File: src/rtl/pecd_pkg.sv
// shared constants for the pin edge change detector
package pecd_pkg;
  localparam int unsigned DATA_W = 8;
  localparam int unsigned ADDR_W = 4;
  localparam int unsigned PORT_COUNT = 4;
  // register index layout: each port owns three consecutive words
  localparam logic [3:0] PORT_STRIDE = 4'h3;
  localparam logic [3:0] RISE_OFS = 4'h0;
  localparam logic [3:0] FALL_OFS = 4'h1;
  localparam logic [3:0] FLAG_OFS = 4'h2;
  localparam logic [3:0] PORT_A_BASE = 4'h0;
  localparam logic [3:0] PORT_B_BASE = 4'h3;
  localparam logic [3:0] PORT_C_BASE = 4'h6;
  localparam logic [3:0] PORT_E_BASE = 4'h9;
  localparam logic [3:0] CTRL_OFS = 4'hC;
  // control word fields
  localparam int unsigned CTRL_MASTER_BIT = 0;
  localparam int unsigned CTRL_SUMMARY_BIT = 1;
  // implemented bit masks
  localparam logic [7:0] MASK_FULL = 8'hFF;
  localparam logic [7:0] MASK_PORT_E = 8'h08;
  localparam int unsigned PORT_E_PIN_BIT = 3;
  localparam logic [7:0] RESET_VALUE = 8'h00;
  // cycles until synchroniser and history stage hold real pin samples
  localparam logic [1:0] ARM_CYCLES = 2'h3;
endpackage : pecd_pkg

File: src/rtl/pecd_port_if.sv
// register access bundle between the top and one port's edge logic
interface pecd_port_if;
  logic wrRise;
  logic wrFall;
  logic wrFlag;
  logic [7:0] wrData;
  logic [7:0] rise;
  logic [7:0] fall;
  logic [7:0] flags;
  modport port (input wrRise, input wrFall, input wrFlag, input wrData, output rise, output fall, output flags);
  modport ctrl (output wrRise, output wrFall, output wrFlag, output wrData, input rise, input fall, input flags);
endinterface : pecd_port_if

File: src/rtl/pecd_edge_port.sv
// one port: pin synchroniser, edge detect, edge enables and sticky flags
module pecd_edge_port #(
  parameter logic [7:0] IMPL_MASK = 8'hFF
) (
  input wire logic clock, // system clock
  input wire logic reset, // synchronous, active high
  input wire logic [7:0] pins, // raw pin levels
  pecd_port_if.port bus // register access
);
  logic [7:0] syncFirst;
  logic [7:0] syncSecond;
  logic [7:0] history;
  logic [1:0] armCount;
  logic [7:0] rise;
  logic [7:0] fall;
  logic [7:0] flags;
  wire armed = (armCount == pecd_pkg::ARM_CYCLES);
  wire [7:0] riseEdge = syncSecond & ~history;
  wire [7:0] fallEdge = ~syncSecond & history;
  wire [7:0] hit;
  wire [7:0] next_rise;
  wire [7:0] next_fall;
  wire [7:0] next_flags;

  ////////////////////////////////////////////////////////////////////////
  // two-stage synchroniser then one history stage for edge compare
  always_ff @(posedge clock) begin
    if (reset) begin
      syncFirst <= pecd_pkg::RESET_VALUE;
      syncSecond <= pecd_pkg::RESET_VALUE;
      history <= pecd_pkg::RESET_VALUE;
    end else begin
      syncFirst <= pins;
      syncSecond <= syncFirst;
      history <= syncSecond;
    end
  end

  // hold off detection until the pipeline holds true pin levels
  always_ff @(posedge clock) begin
    if (reset) begin
      armCount <= 2'h0;
    end else if (!armed) begin
      armCount <= armCount + 2'h1;
    end
  end

  ////////////////////////////////////////////////////////////////////////
  // qualified edges; pins with no enable never hit
  assign hit = armed ? (((riseEdge & rise) | (fallEdge & fall)) & IMPL_MASK) : 8'h00;

  // unimplemented bits drop writes; a detected edge beats a clearing write
  assign next_rise = bus.wrRise ? (bus.wrData & IMPL_MASK) : rise;
  assign next_fall = bus.wrFall ? (bus.wrData & IMPL_MASK) : fall;
  assign next_flags = ((bus.wrFlag ? bus.wrData : flags) | hit) & IMPL_MASK;

  always_ff @(posedge clock) begin
    if (reset) begin
      rise <= pecd_pkg::RESET_VALUE;
      fall <= pecd_pkg::RESET_VALUE;
      flags <= pecd_pkg::RESET_VALUE;
    end else begin
      rise <= next_rise;
      fall <= next_fall;
      flags <= next_flags;
    end
  end

  assign bus.rise = rise;
  assign bus.fall = fall;
  assign bus.flags = flags;
endmodule : pecd_edge_port

File: src/rtl/pin_edge_change_detector.sv
// top: register port, four port edge blocks, summary flag and interrupt request
// Behaviour
// - port A rising-edge enables, one per pin
// - port A falling-edge enables, one per pin
// - port A flag sets only on enabled edge
// - no enables means pin never flags
// - flags stay set until software writes zero
// - flags software readable, writable, hardware settable
// - port B rising-edge enables, one per pin
// - port B falling-edge enables, one per pin
// - port B flag sets on enabled edge
// - port C rising and falling enables
// - port C flag sets on enabled edge
// - port E rising enable at bit three
// - port E other bits ignore writes, zero
// - all enables and flags reset to zero
// - port E falling enable and flag, bit three
// - summary flag is OR of all flags
// - master enable off still detects, no request
// - edge during clearing write leaves flag set
//
// Local design decisions: the placing of the registers and the address-and-strobe port.
module pin_edge_change_detector (
  input wire logic clock, // 40 MHz system clock
  input wire logic reset, // synchronous, active high
  input wire logic [7:0] portAPin, // port A pin levels
  input wire logic [7:0] portBPin, // port B pin levels
  input wire logic [7:0] portCPin, // port C pin levels
  input wire logic portEPin, // port E pin 3 level
  input wire logic [3:0] address, // register index
  input wire logic [7:0] writeData, // write data
  input wire logic writeStrobe, // one-cycle write
  input wire logic readStrobe, // one-cycle read
  output logic [7:0] readData, // valid the cycle after readStrobe
  output logic summaryChangeFlag, // OR of every pin flag
  output logic changeInterruptRequest // interrupt request level
);
  logic changeInterruptMasterEnable;
  logic [7:0] readBuf;
  logic [7:0] pinBus [pecd_pkg::PORT_COUNT];
  logic [7:0] flagBus [pecd_pkg::PORT_COUNT];
  logic [7:0] portRead [pecd_pkg::PORT_COUNT];
  pecd_port_if portBus [pecd_pkg::PORT_COUNT] ();

  // register index compare, shared by write and read decode
  function automatic logic addrIs(input logic [3:0] a, input logic [3:0] idx);
    addrIs = (a == idx);
  endfunction : addrIs

  ////////////////////////////////////////////////////////////////////////
  // pin routing; port E only has pin 3 wired, the rest stay low
  assign pinBus[0] = portAPin;
  assign pinBus[1] = portBPin;
  assign pinBus[2] = portCPin;
  assign pinBus[3] = {4'h0, portEPin, 3'h0};

  ////////////////////////////////////////////////////////////////////////
  // per-port decode, read select and edge block
  for (genvar g = 0; g < pecd_pkg::PORT_COUNT; g++) begin : gPort
    localparam logic [3:0] BASE = 4'(g) * pecd_pkg::PORT_STRIDE;
    localparam logic [7:0] MASK = (g == 3) ? pecd_pkg::MASK_PORT_E : pecd_pkg::MASK_FULL;
    wire selRise = addrIs(address, BASE + pecd_pkg::RISE_OFS);
    wire selFall = addrIs(address, BASE + pecd_pkg::FALL_OFS);
    wire selFlag = addrIs(address, BASE + pecd_pkg::FLAG_OFS);

    // register writes for this port
    assign portBus[g].wrRise = writeStrobe && selRise;
    assign portBus[g].wrFall = writeStrobe && selFall;
    assign portBus[g].wrFlag = writeStrobe && selFlag;
    assign portBus[g].wrData = writeData;
    assign flagBus[g] = portBus[g].flags;

    // read select; unselected words contribute zero
    assign portRead[g] = (selRise ? portBus[g].rise : 8'h00)
                       | (selFall ? portBus[g].fall : 8'h00)
                       | (selFlag ? portBus[g].flags : 8'h00);

    pecd_edge_port #(
      .IMPL_MASK(MASK)
    ) uPort (
      .clock(clock),
      .reset(reset),
      .pins(pinBus[g]),
      .bus(portBus[g])
    );
  end

  ////////////////////////////////////////////////////////////////////////
  // summary and request; detection runs regardless of the master enable
  assign summaryChangeFlag = |{flagBus[0], flagBus[1], flagBus[2], flagBus[3]};
  assign changeInterruptRequest = changeInterruptMasterEnable && summaryChangeFlag;

  // control word: master enable is the only writable bit
  wire selCtrl = addrIs(address, pecd_pkg::CTRL_OFS);
  wire [7:0] ctrlRead = selCtrl ? {6'h00, summaryChangeFlag, changeInterruptMasterEnable} : 8'h00;
  wire [7:0] next_readBuf = portRead[0] | portRead[1] | portRead[2] | portRead[3] | ctrlRead;

  always_ff @(posedge clock) begin
    if (reset) begin
      changeInterruptMasterEnable <= 1'b0;
    end else if (writeStrobe && selCtrl) begin
      changeInterruptMasterEnable <= writeData[pecd_pkg::CTRL_MASTER_BIT];
    end
  end

  ////////////////////////////////////////////////////////////////////////
  // read data stands only in the cycle after the strobe; unmapped reads zero
  always_ff @(posedge clock) begin
    if (reset) begin
      readBuf <= pecd_pkg::RESET_VALUE;
    end else begin
      readBuf <= readStrobe ? next_readBuf : 8'h00;
    end
  end
  assign readData = readBuf;
endmodule : pin_edge_change_detector

File: config.mk
export PLATFORM = sky130hd
export DESIGN_NAME = pin_edge_change_detector
export DESIGN_NICKNAME = d
export VERILOG_FILES = /design/src/rtl/pecd_pkg.sv /design/src/rtl/pecd_port_if.sv /design/src/rtl/pecd_edge_port.sv /design/src/rtl/pin_edge_change_detector.sv
export SDC_FILE = /design/constraint.sdc
export NUM_CORES = 1
export LEC_CHECK = 0
export BUFFER_PORTS_ARGS = -buffer_cell sky130_fd_sc_hd__clkbuf_2
export CELL_PAD_IN_SITES_DETAIL_PLACEMENT = 0
export CELL_PAD_IN_SITES_GLOBAL_PLACEMENT = 1
export CORE_ASPECT_RATIO = 0.8
export CORE_MARGIN = 2
export CORE_UTILIZATION = 35
export CTS_CLUSTER_SIZE = 20
export DETAILED_ROUTE_END_ITERATION = 8
export PLACE_DENSITY = 0.72
export SLEW_MARGIN = 5
export SYNTH_ARGS = -nofsm -noshare
export SYNTH_HDL_FRONTEND = slang
export SYNTH_SLANG_ARGS = --single-unit
File: constraint.sdc
create_clock -name clock -period 1.9 [get_ports clock]
set_clock_uncertainty 0.1 [all_clocks]
set_input_delay 0.285 -clock clock [delete_from_list [all_inputs] [get_ports clock]]
set_output_delay 0.285 -clock clock [all_outputs]
set_load 0.01 [all_outputs]
==> impl_results.md, run 1 <==
- Final setup fails: 2
- Post-synth EDFFs: 0
- Crit-path max cell delay: 0.38 ns
- WP data required: 1.51 ns
- CTS max path bufs: 2
- DRC viols: 0
- Synth Warn #: 0
- CP Launch Type: register
- CP max stage cell: dfxtp_1
- H-tree levels: 4
- Worst Slack Setup Final: -0.09837 ns
- Multi-input logic area: 3172 um^2
- Count leader, synth: dfxtp_1
- VDD IR max: 0.5354 mV
- Filler cell count: 1,900
- Die Wd: 159.3 um
- Pwr/cell area: 948.0 nW/um^2
- Synth-to-Final Area Change: 22.32%
- Num CTS Buffers: 17
- Commonest cells post-synth: 167 x dfxtp_1, 99 x nand2_1, 83 x nor2b_1
- Setup crit end: changeInterruptRequest
- CP Capture Type: output port
- Antenna violations before repair: 0
- Pins over their slew limit: 0
- Cell taking the most area after synthesis: dfxtp_1
- Final Net Count: 862
- Fraction of layout cells with a size suffix above 1: 16.77%
- Sequential area share after synthesis: 49.53%
- Post-Syn Nets: 789
- Reg2Reg Depth: 3
- Post-route antenna net violation count: 0
- Worst reg2reg path endpoint: gPort[1].uPort.bus.flags[0]
- Root buffer cell: clkbuf_16
- Synthesized instance count: 744
- Reg2reg start: gPort[1].uPort.armCount[0]
- Gpl congestion: 0.9305
- WP buf/inv: 1
- Post-synthesis async set-or-reset flop share: 0%
- Die Y: 128.2 um
- Register area: 3344 um^2
- Post-Route Utilization: 43.64%
- Largest net degree at the start of global routing: 148
- Hold Path Class: primary input to register
- Predominant post-synthesis flop cell: dfxtp_1
- Core area: 18,920 um^2
- Die area: 20,420 um^2
- CP Max Fanout: 3
- Normalized max-slew margin: 54.45%
- Vias: 5,447
- Outcome: finished, violations left
- Max Freq: 0.5004 GHz
- Failing checks: negative setup slack
- CTS tree: built
- Max-Cap Viols: 0
- Detailed placer's ending HPWL: 13,550 um
- CTS Sinks: 167
- Mean area per synthesized cell: 9.073 um^2
- Tmin final: 1.998 ns
- Largest cells by area after synthesis: dfxtp_1 50%, nor2b_1 7.7%, nand2_1 5.5%
- CP startpoint: gPort[1].uPort.bus.flags[4]
- Clk_lat worst skew: 0.43 ns
- IO Pins: 51
- Worst Tran Pin Value: 0.6832 ns
- Ant diodes: 0
- WL per Instance: 17.66 um
- Port bufs: 50
- # rows: 45
- Final instance area: 8257 um^2
- Cell chain of the critical path: nor4_4, nand4_1, nor2_2, nor2b_1, clkbuf_2
- Vias in the first global route: 5,001
- R2R setup slack: 0.36 ns
- Total GRT Usage: 19.58%
- DRT Wirelength: 19,200 um
- Share of the synthesized area in the top cell type: 49.53%
- Remaining Overflow, GRT: 0
- Detailed Route Iter0 Violations: 442
- CP Depth: 5
- CTS clk-pin slew, worst paths: 0.07 ns
- Crit path DAT: 1.61 ns
- Starting density of the core: 35.68%
- Worst Path Class, Setup: register to output port
- Yosys reg bits: 167
- Vias/cell: 5.011
- Placed cell areas: 7365 um^2
- Post-Syn Area: 6750 um^2
- Synth cell types: 55
- First-pass GRT wire length: 30,010 um
- P_leak: 3.085 nW
- Crit share post-route: 105.2%
- Final hold violation count: 0
- Post-CTS Setup Inserts: 0
- Top Family by Delay on Critical Path: simple AND/OR/NAND/NOR gates
- RSZ-0062 raised after global routing: yes
- DRT Pass-1 Iters: 5
- Total power: 7.827 mW
cells by family after synthesis:
kind of cell	Yosys count	share of synthesized area, %
simple gates	307	24.12
flops	167	49.53
compound gates	164	14.64
buf+inv	60	4.152
mux	38	6.302
xor+xnor	4	0.5189
fa+ha+maj	4	0.7415
per-stage QoR:
| step | setup TNS, ns | hold slack [ns] | worst slack [ns] | cells |
|---|---|---|---|---|
| 5_1_grt | -0.3494 | 0.1385 | -0.1770 | 1087 |
| 6_report | -0.1908 | 0.1353 | -0.09837 | 1087 |
| 3_5_place_dp | -0.006938 | 0.3227 | -0.006938 | 1031 |
| 2_1_floorplan | 0 | 0.3132 | 0.3605 | 744 |
| 4_1_cts | -0.2622 | 0.1122 | -0.1329 | 1087 |
| 3_3_place_gp | 0 | 0.3163 | 0.002272 | 1031 |
cell type report:
cell class                      instances  share of cell area [%]
Clock buffer                           20                   5.410
Clock inverter                         11                   1.803
Inverter                                3                  0.1364
Multi-Input combinational cell        517                   38.41
Sequential cell                       167                   40.51
Tap cell                              258                   3.910
Timing Repair Buffer                  111                   9.820
repair_timing:
item,CTS,global route
gates resized for setup,6,2
hold endpoints to repair,25,0
pin swaps,4,0
endpoints found under the setup margin,2,2
hold buffers,25,0
flip-flops by register name, summed over array words and instances (netlist names):
register                     count
changeInterruptMasterEnable      1
gPort.uPort.armCount             8
gPort.uPort.bus.fall            25
gPort.uPort.bus.flags           25
gPort.uPort.bus.rise            25
gPort.uPort.history             25
gPort.uPort.syncFirst           25
gPort.uPort.syncSecond          25
readData                         8
layout by cell type (no fill, tap or decap), types with 4 or more instances in the layout:
cell type and count:
o21ai_0 44, dlygate4sd3_1 25, nor2b_1 83, a31oi_1 6
clkbuf_2 49, a32oi_1 4, clkbuf_16 17, buf_4 34
mux2i_1 29, mux2_2 6, ha_1 4, nand2_1 99
xor2_1 4, nand3_1 24, nand3b_1 32, a22oi_1 25
a21oi_1 62, nor2_1 39, dfxtp_1 166
power by group:
part / internal (mW) / switching, mW
Clock: 2.10 / 1.41
Combinational: 0.265 / 0.348
Sequential: 3.63 / 0.0736
routing by layer:
layer | part of all wire (%) | track usage [%] | up-vias | wire length [um]
li1 | - | - | 2728 | -
met2 | 41 | 27.72 | 144 | 7922
met4 | 1.5 | 6.310 | 0 | 293
met1 | 52 | 29.37 | 2555 | 9928
met3 | 5.5 | 4.173 | 20 | 1052
met5 | 0 | 0 | - | 0
how the worst min path moves through the flow:
stage	from	endpoint	depth (start not counted)
CTS	writeStrobe	gPort[3].uPort.bus.fall[3]	3
global route	writeStrobe	gPort[3].uPort.bus.fall[3]	3
detailed placement	gPort[2].uPort.syncFirst[2]	gPort[2].uPort.syncSecond[2]	1
floorplan	portAPin[0]	gPort[0].uPort.syncFirst[0]	1
finish	writeStrobe	gPort[3].uPort.bus.fall[3]	3
global placement	gPort[1].uPort.syncFirst[3]	gPort[1].uPort.syncSecond[3]	1
tightest hold or removal path, cell delays in order:
cell and delay [ns]:
clkbuf_2 0.15, nand4_1 0.12, a21oi_1 0.06
Note: power is estimated with default switching activity, not from simulation.
==> run 2: changes to the inputs <==
--- a/config.mk
+++ b/config.mk
@@ -5,15 +5,15 @@
 export SDC_FILE = /design/constraint.sdc
 export NUM_CORES = 1
 export LEC_CHECK = 0
+export ABC_AREA = 1
 export BUFFER_PORTS_ARGS = -buffer_cell sky130_fd_sc_hd__clkbuf_2
 export CELL_PAD_IN_SITES_DETAIL_PLACEMENT = 0
 export CELL_PAD_IN_SITES_GLOBAL_PLACEMENT = 1
 export CORE_ASPECT_RATIO = 0.8
-export CORE_MARGIN = 2
 export CORE_UTILIZATION = 35
 export CTS_CLUSTER_SIZE = 20
 export DETAILED_ROUTE_END_ITERATION = 8
-export PLACE_DENSITY = 0.72
+export PLACE_DENSITY = 0.75
 export SLEW_MARGIN = 5
 export SYNTH_ARGS = -nofsm -noshare
 export SYNTH_HDL_FRONTEND = slang
==> impl_results.md, run 2 <==
- Simple-gate area share of the yosys netlist: 25.11%
- Die Y: 126.7 um
- Largest family of logic cells by synthesized area: simple AND/OR/NAND/NOR gates
- Core area: 19,030 um^2
- Count leader, synth: nand2_1
- Commonest cells post-synth: 205 x nand2_1, 167 x dfxtp_1, 152 x inv_1
- Total GRT Usage: 19.27%
- Gpl congestion: 0.8907
- Worst Slack Setup Final: 0.04871 ns
- Hold Path Class: primary input to register
- DRT Pass-1 Iters: 5
- Post-synthesis async set-or-reset flop share: 0%
- Mux cell area share after synthesis: 0%
- Synth Warn #: 0
- CP Capture Type: output port
- Share of the synthesized area in the top cell type: 49.12%
- CP Max Fanout: 3
- Mean area per synthesized cell: 7.203 um^2
- Synth Area in Adders: 0.7353%
- Normalized max-slew margin: 63.71%
- Largest cells by area after synthesis: dfxtp_1 49%, nand2_1 11%, inv_1 8.4%
- Detailed Route Iter0 Violations: 332
- Most common cell after layout, fill and taps aside: nand2_1
- Sequential area share after synthesis: 49.12%
- Outcome: finished clean
- Most frequent cells in the layout: 202 x nand2_1, 157 x dfxtp_1, 152 x inv_1, 120 x nor2_1, 77 x a21oi_1
- CP Launch Type: register
- Die Wd: 157.9 um
- WP data required: 1.51 ns
- Vias in the first global route: 5,433
- CTS Sinks: 167
- Tmin final: 1.851 ns
- Clk_lat worst skew: 0.43 ns
- CTS tree: built
- Synth-to-Final Area Change: 22.33%
- # rows: 45
- P_leak: 3.639 nW
- Pins over their slew limit: 0
- Pwr/cell area: 960.9 nW/um^2
- Die area: 20,010 um^2
- Cell taking the most area after synthesis: dfxtp_1
- Vias: 5,890
- Placed cell areas: 7327 um^2
- Setup TNS: 0 ns
- Predominant post-synthesis flop cell: dfxtp_1
- Post-Syn Area: 6807 um^2
- Post-Route Utilization: 43.75%
- Port bufs: 50
- RSZ-0062 raised after global routing: yes
- Worst Path Class, Setup: register to output port
- Final hold violation count: 0
- Post-Synth XOR/XNOR Area: 0.3860%
- IO Pins: 51
- Max-Cap Viols: 0
- DRC viols: 0
- Vias/cell: 4.548
- Starting density of the core: 35.77%
- Largest net degree at the start of global routing: 98
- Final Net Count: 1,069
- WL per Instance: 13.92 um
- Fin Hold WS: 0.1854 ns
- Antenna violations before repair: 0
- Crit path DAT: 1.47 ns
- Post-route antenna net violation count: 0
- DRT Wirelength: 18,020 um
- Detailed placer's ending HPWL: 12,240 um
- Crit share post-route: 97.44%
- Post-Syn Nets: 990
- Final setup fails: 0
- Root buffer cell: clkbuf_16
- Final instance area: 8327 um^2
- Worst Tran Pin Value: 0.5402 ns
- Fraction of layout cells with a size suffix above 1: 14.56%
- Max Freq: 0.5402 GHz
- First-pass GRT wire length: 29,100 um
- Ant diodes: 0
- CTS clk-pin slew, worst paths: 0.07 ns
- Synthesized instance count: 945
- CTS max path bufs: 2
- H-tree levels: 4
- Synth Area in Compound Gates: 13.07%
- Yosys reg bits: 167
- Post-synth EDFFs: 0
- Pre-CTS setup slack: 0.09744 ns
- Remaining Overflow, GRT: 0
- Num CTS Buffers: 17
- Synth cell types: 27
- VDD IR max: 0.5529 mV
## run 2: cell count changes after synthesis, moves of 32 or more
| cell | delta |
|---|---|
| nand2_1 | +106 |
| nand3b_1 | -32 |
| nor2b_1 | -83 |
| inv_1 | +149 |
| nand3_1 | +34 |
| nor2_1 | +90 |
## run 2: power by group
part	internal (mW)	switching [mW]	total, mW
registers	3.64	0.0725	3.72
clock network	2.10	1.52	3.62
logic	0.255	0.413	0.668
## run 2: stage by stage
step | cells | total power, mW
2_1_floorplan | 945 | 4.176
3_3_place_gp | 1230 | 4.375
3_5_place_dp | 1230 | 4.381
4_1_cts | 1292 | 8.055
5_1_grt | 1295 | 8.344
6_report | 1295 | 8.001
## run 2: per-layer routing
| layer | up-vias | routed length, um | track usage, % |
|---|---|---|---|
| met2 | 110 | 7757 | 28.76 |
| met1 | 2677 | 9294 | 27.30 |
| met5 | - | 0 | 0 |
| met3 | 12 | 774 | 5.159 |
| met4 | 0 | 196 | 4.683 |
| li1 | 3091 | - | - |
## run 2: logic make-up after synthesis
| logic type | count (synthesis) |
|---|---|
| compound gates | 163 |
| xor+xnor | 3 |
| fa+ha+maj | 4 |
| buf+inv | 197 |
| flops | 167 |
| simple gates | 411 |
## run 2: critical path, cell delays in order (launching register included)
cell,delay [ns]
dfxtp_2,0.32
or2_4,0.25
nor2_4,0.10
nand2_2,0.07
nor2_4,0.13
nor2_2,0.04
buf_2,0.13
## run 2: path summary, 6_finish.rpt
check	from	endpoint	slack [ns]	cells past startpoint
hold / removal	readStrobe	readData[4]	0.19	3
hold reg to reg	gPort[1].uPort.syncFirst[3]	gPort[1].uPort.syncSecond[3]	0.30	2
setup / recovery	gPort[0].uPort.bus.flags[3]	changeInterruptRequest	0.05	6
setup reg to reg	gPort[0].uPort.bus.flags[3]	readData[1]	0.41	9
## run 2: repair_timing
item,4_1_cts,5_1_grt
endpoints found under the setup margin,2,2
endpoints found under the hold margin,25,0
pin swaps,8,9
hold buffers,25,0
buffers inserted,5,3
gates resized for setup,15,15
gates cloned,0,0
## run 2: layout make-up
| cell class | instances | area (um^2) |
|---|---|---|
| Clock buffer | 17 | 425.4 |
| Fill cell | 1942 | 10700 |
| Multi-Input combinational cell | 581 | 2735 |
| Inverter | 159 | 608.1 |
| Tap cell | 258 | 322.8 |
| Sequential cell | 167 | 3356 |
| Clock inverter | 15 | 191.4 |
| Timing Repair Buffer | 98 | 688.2 |
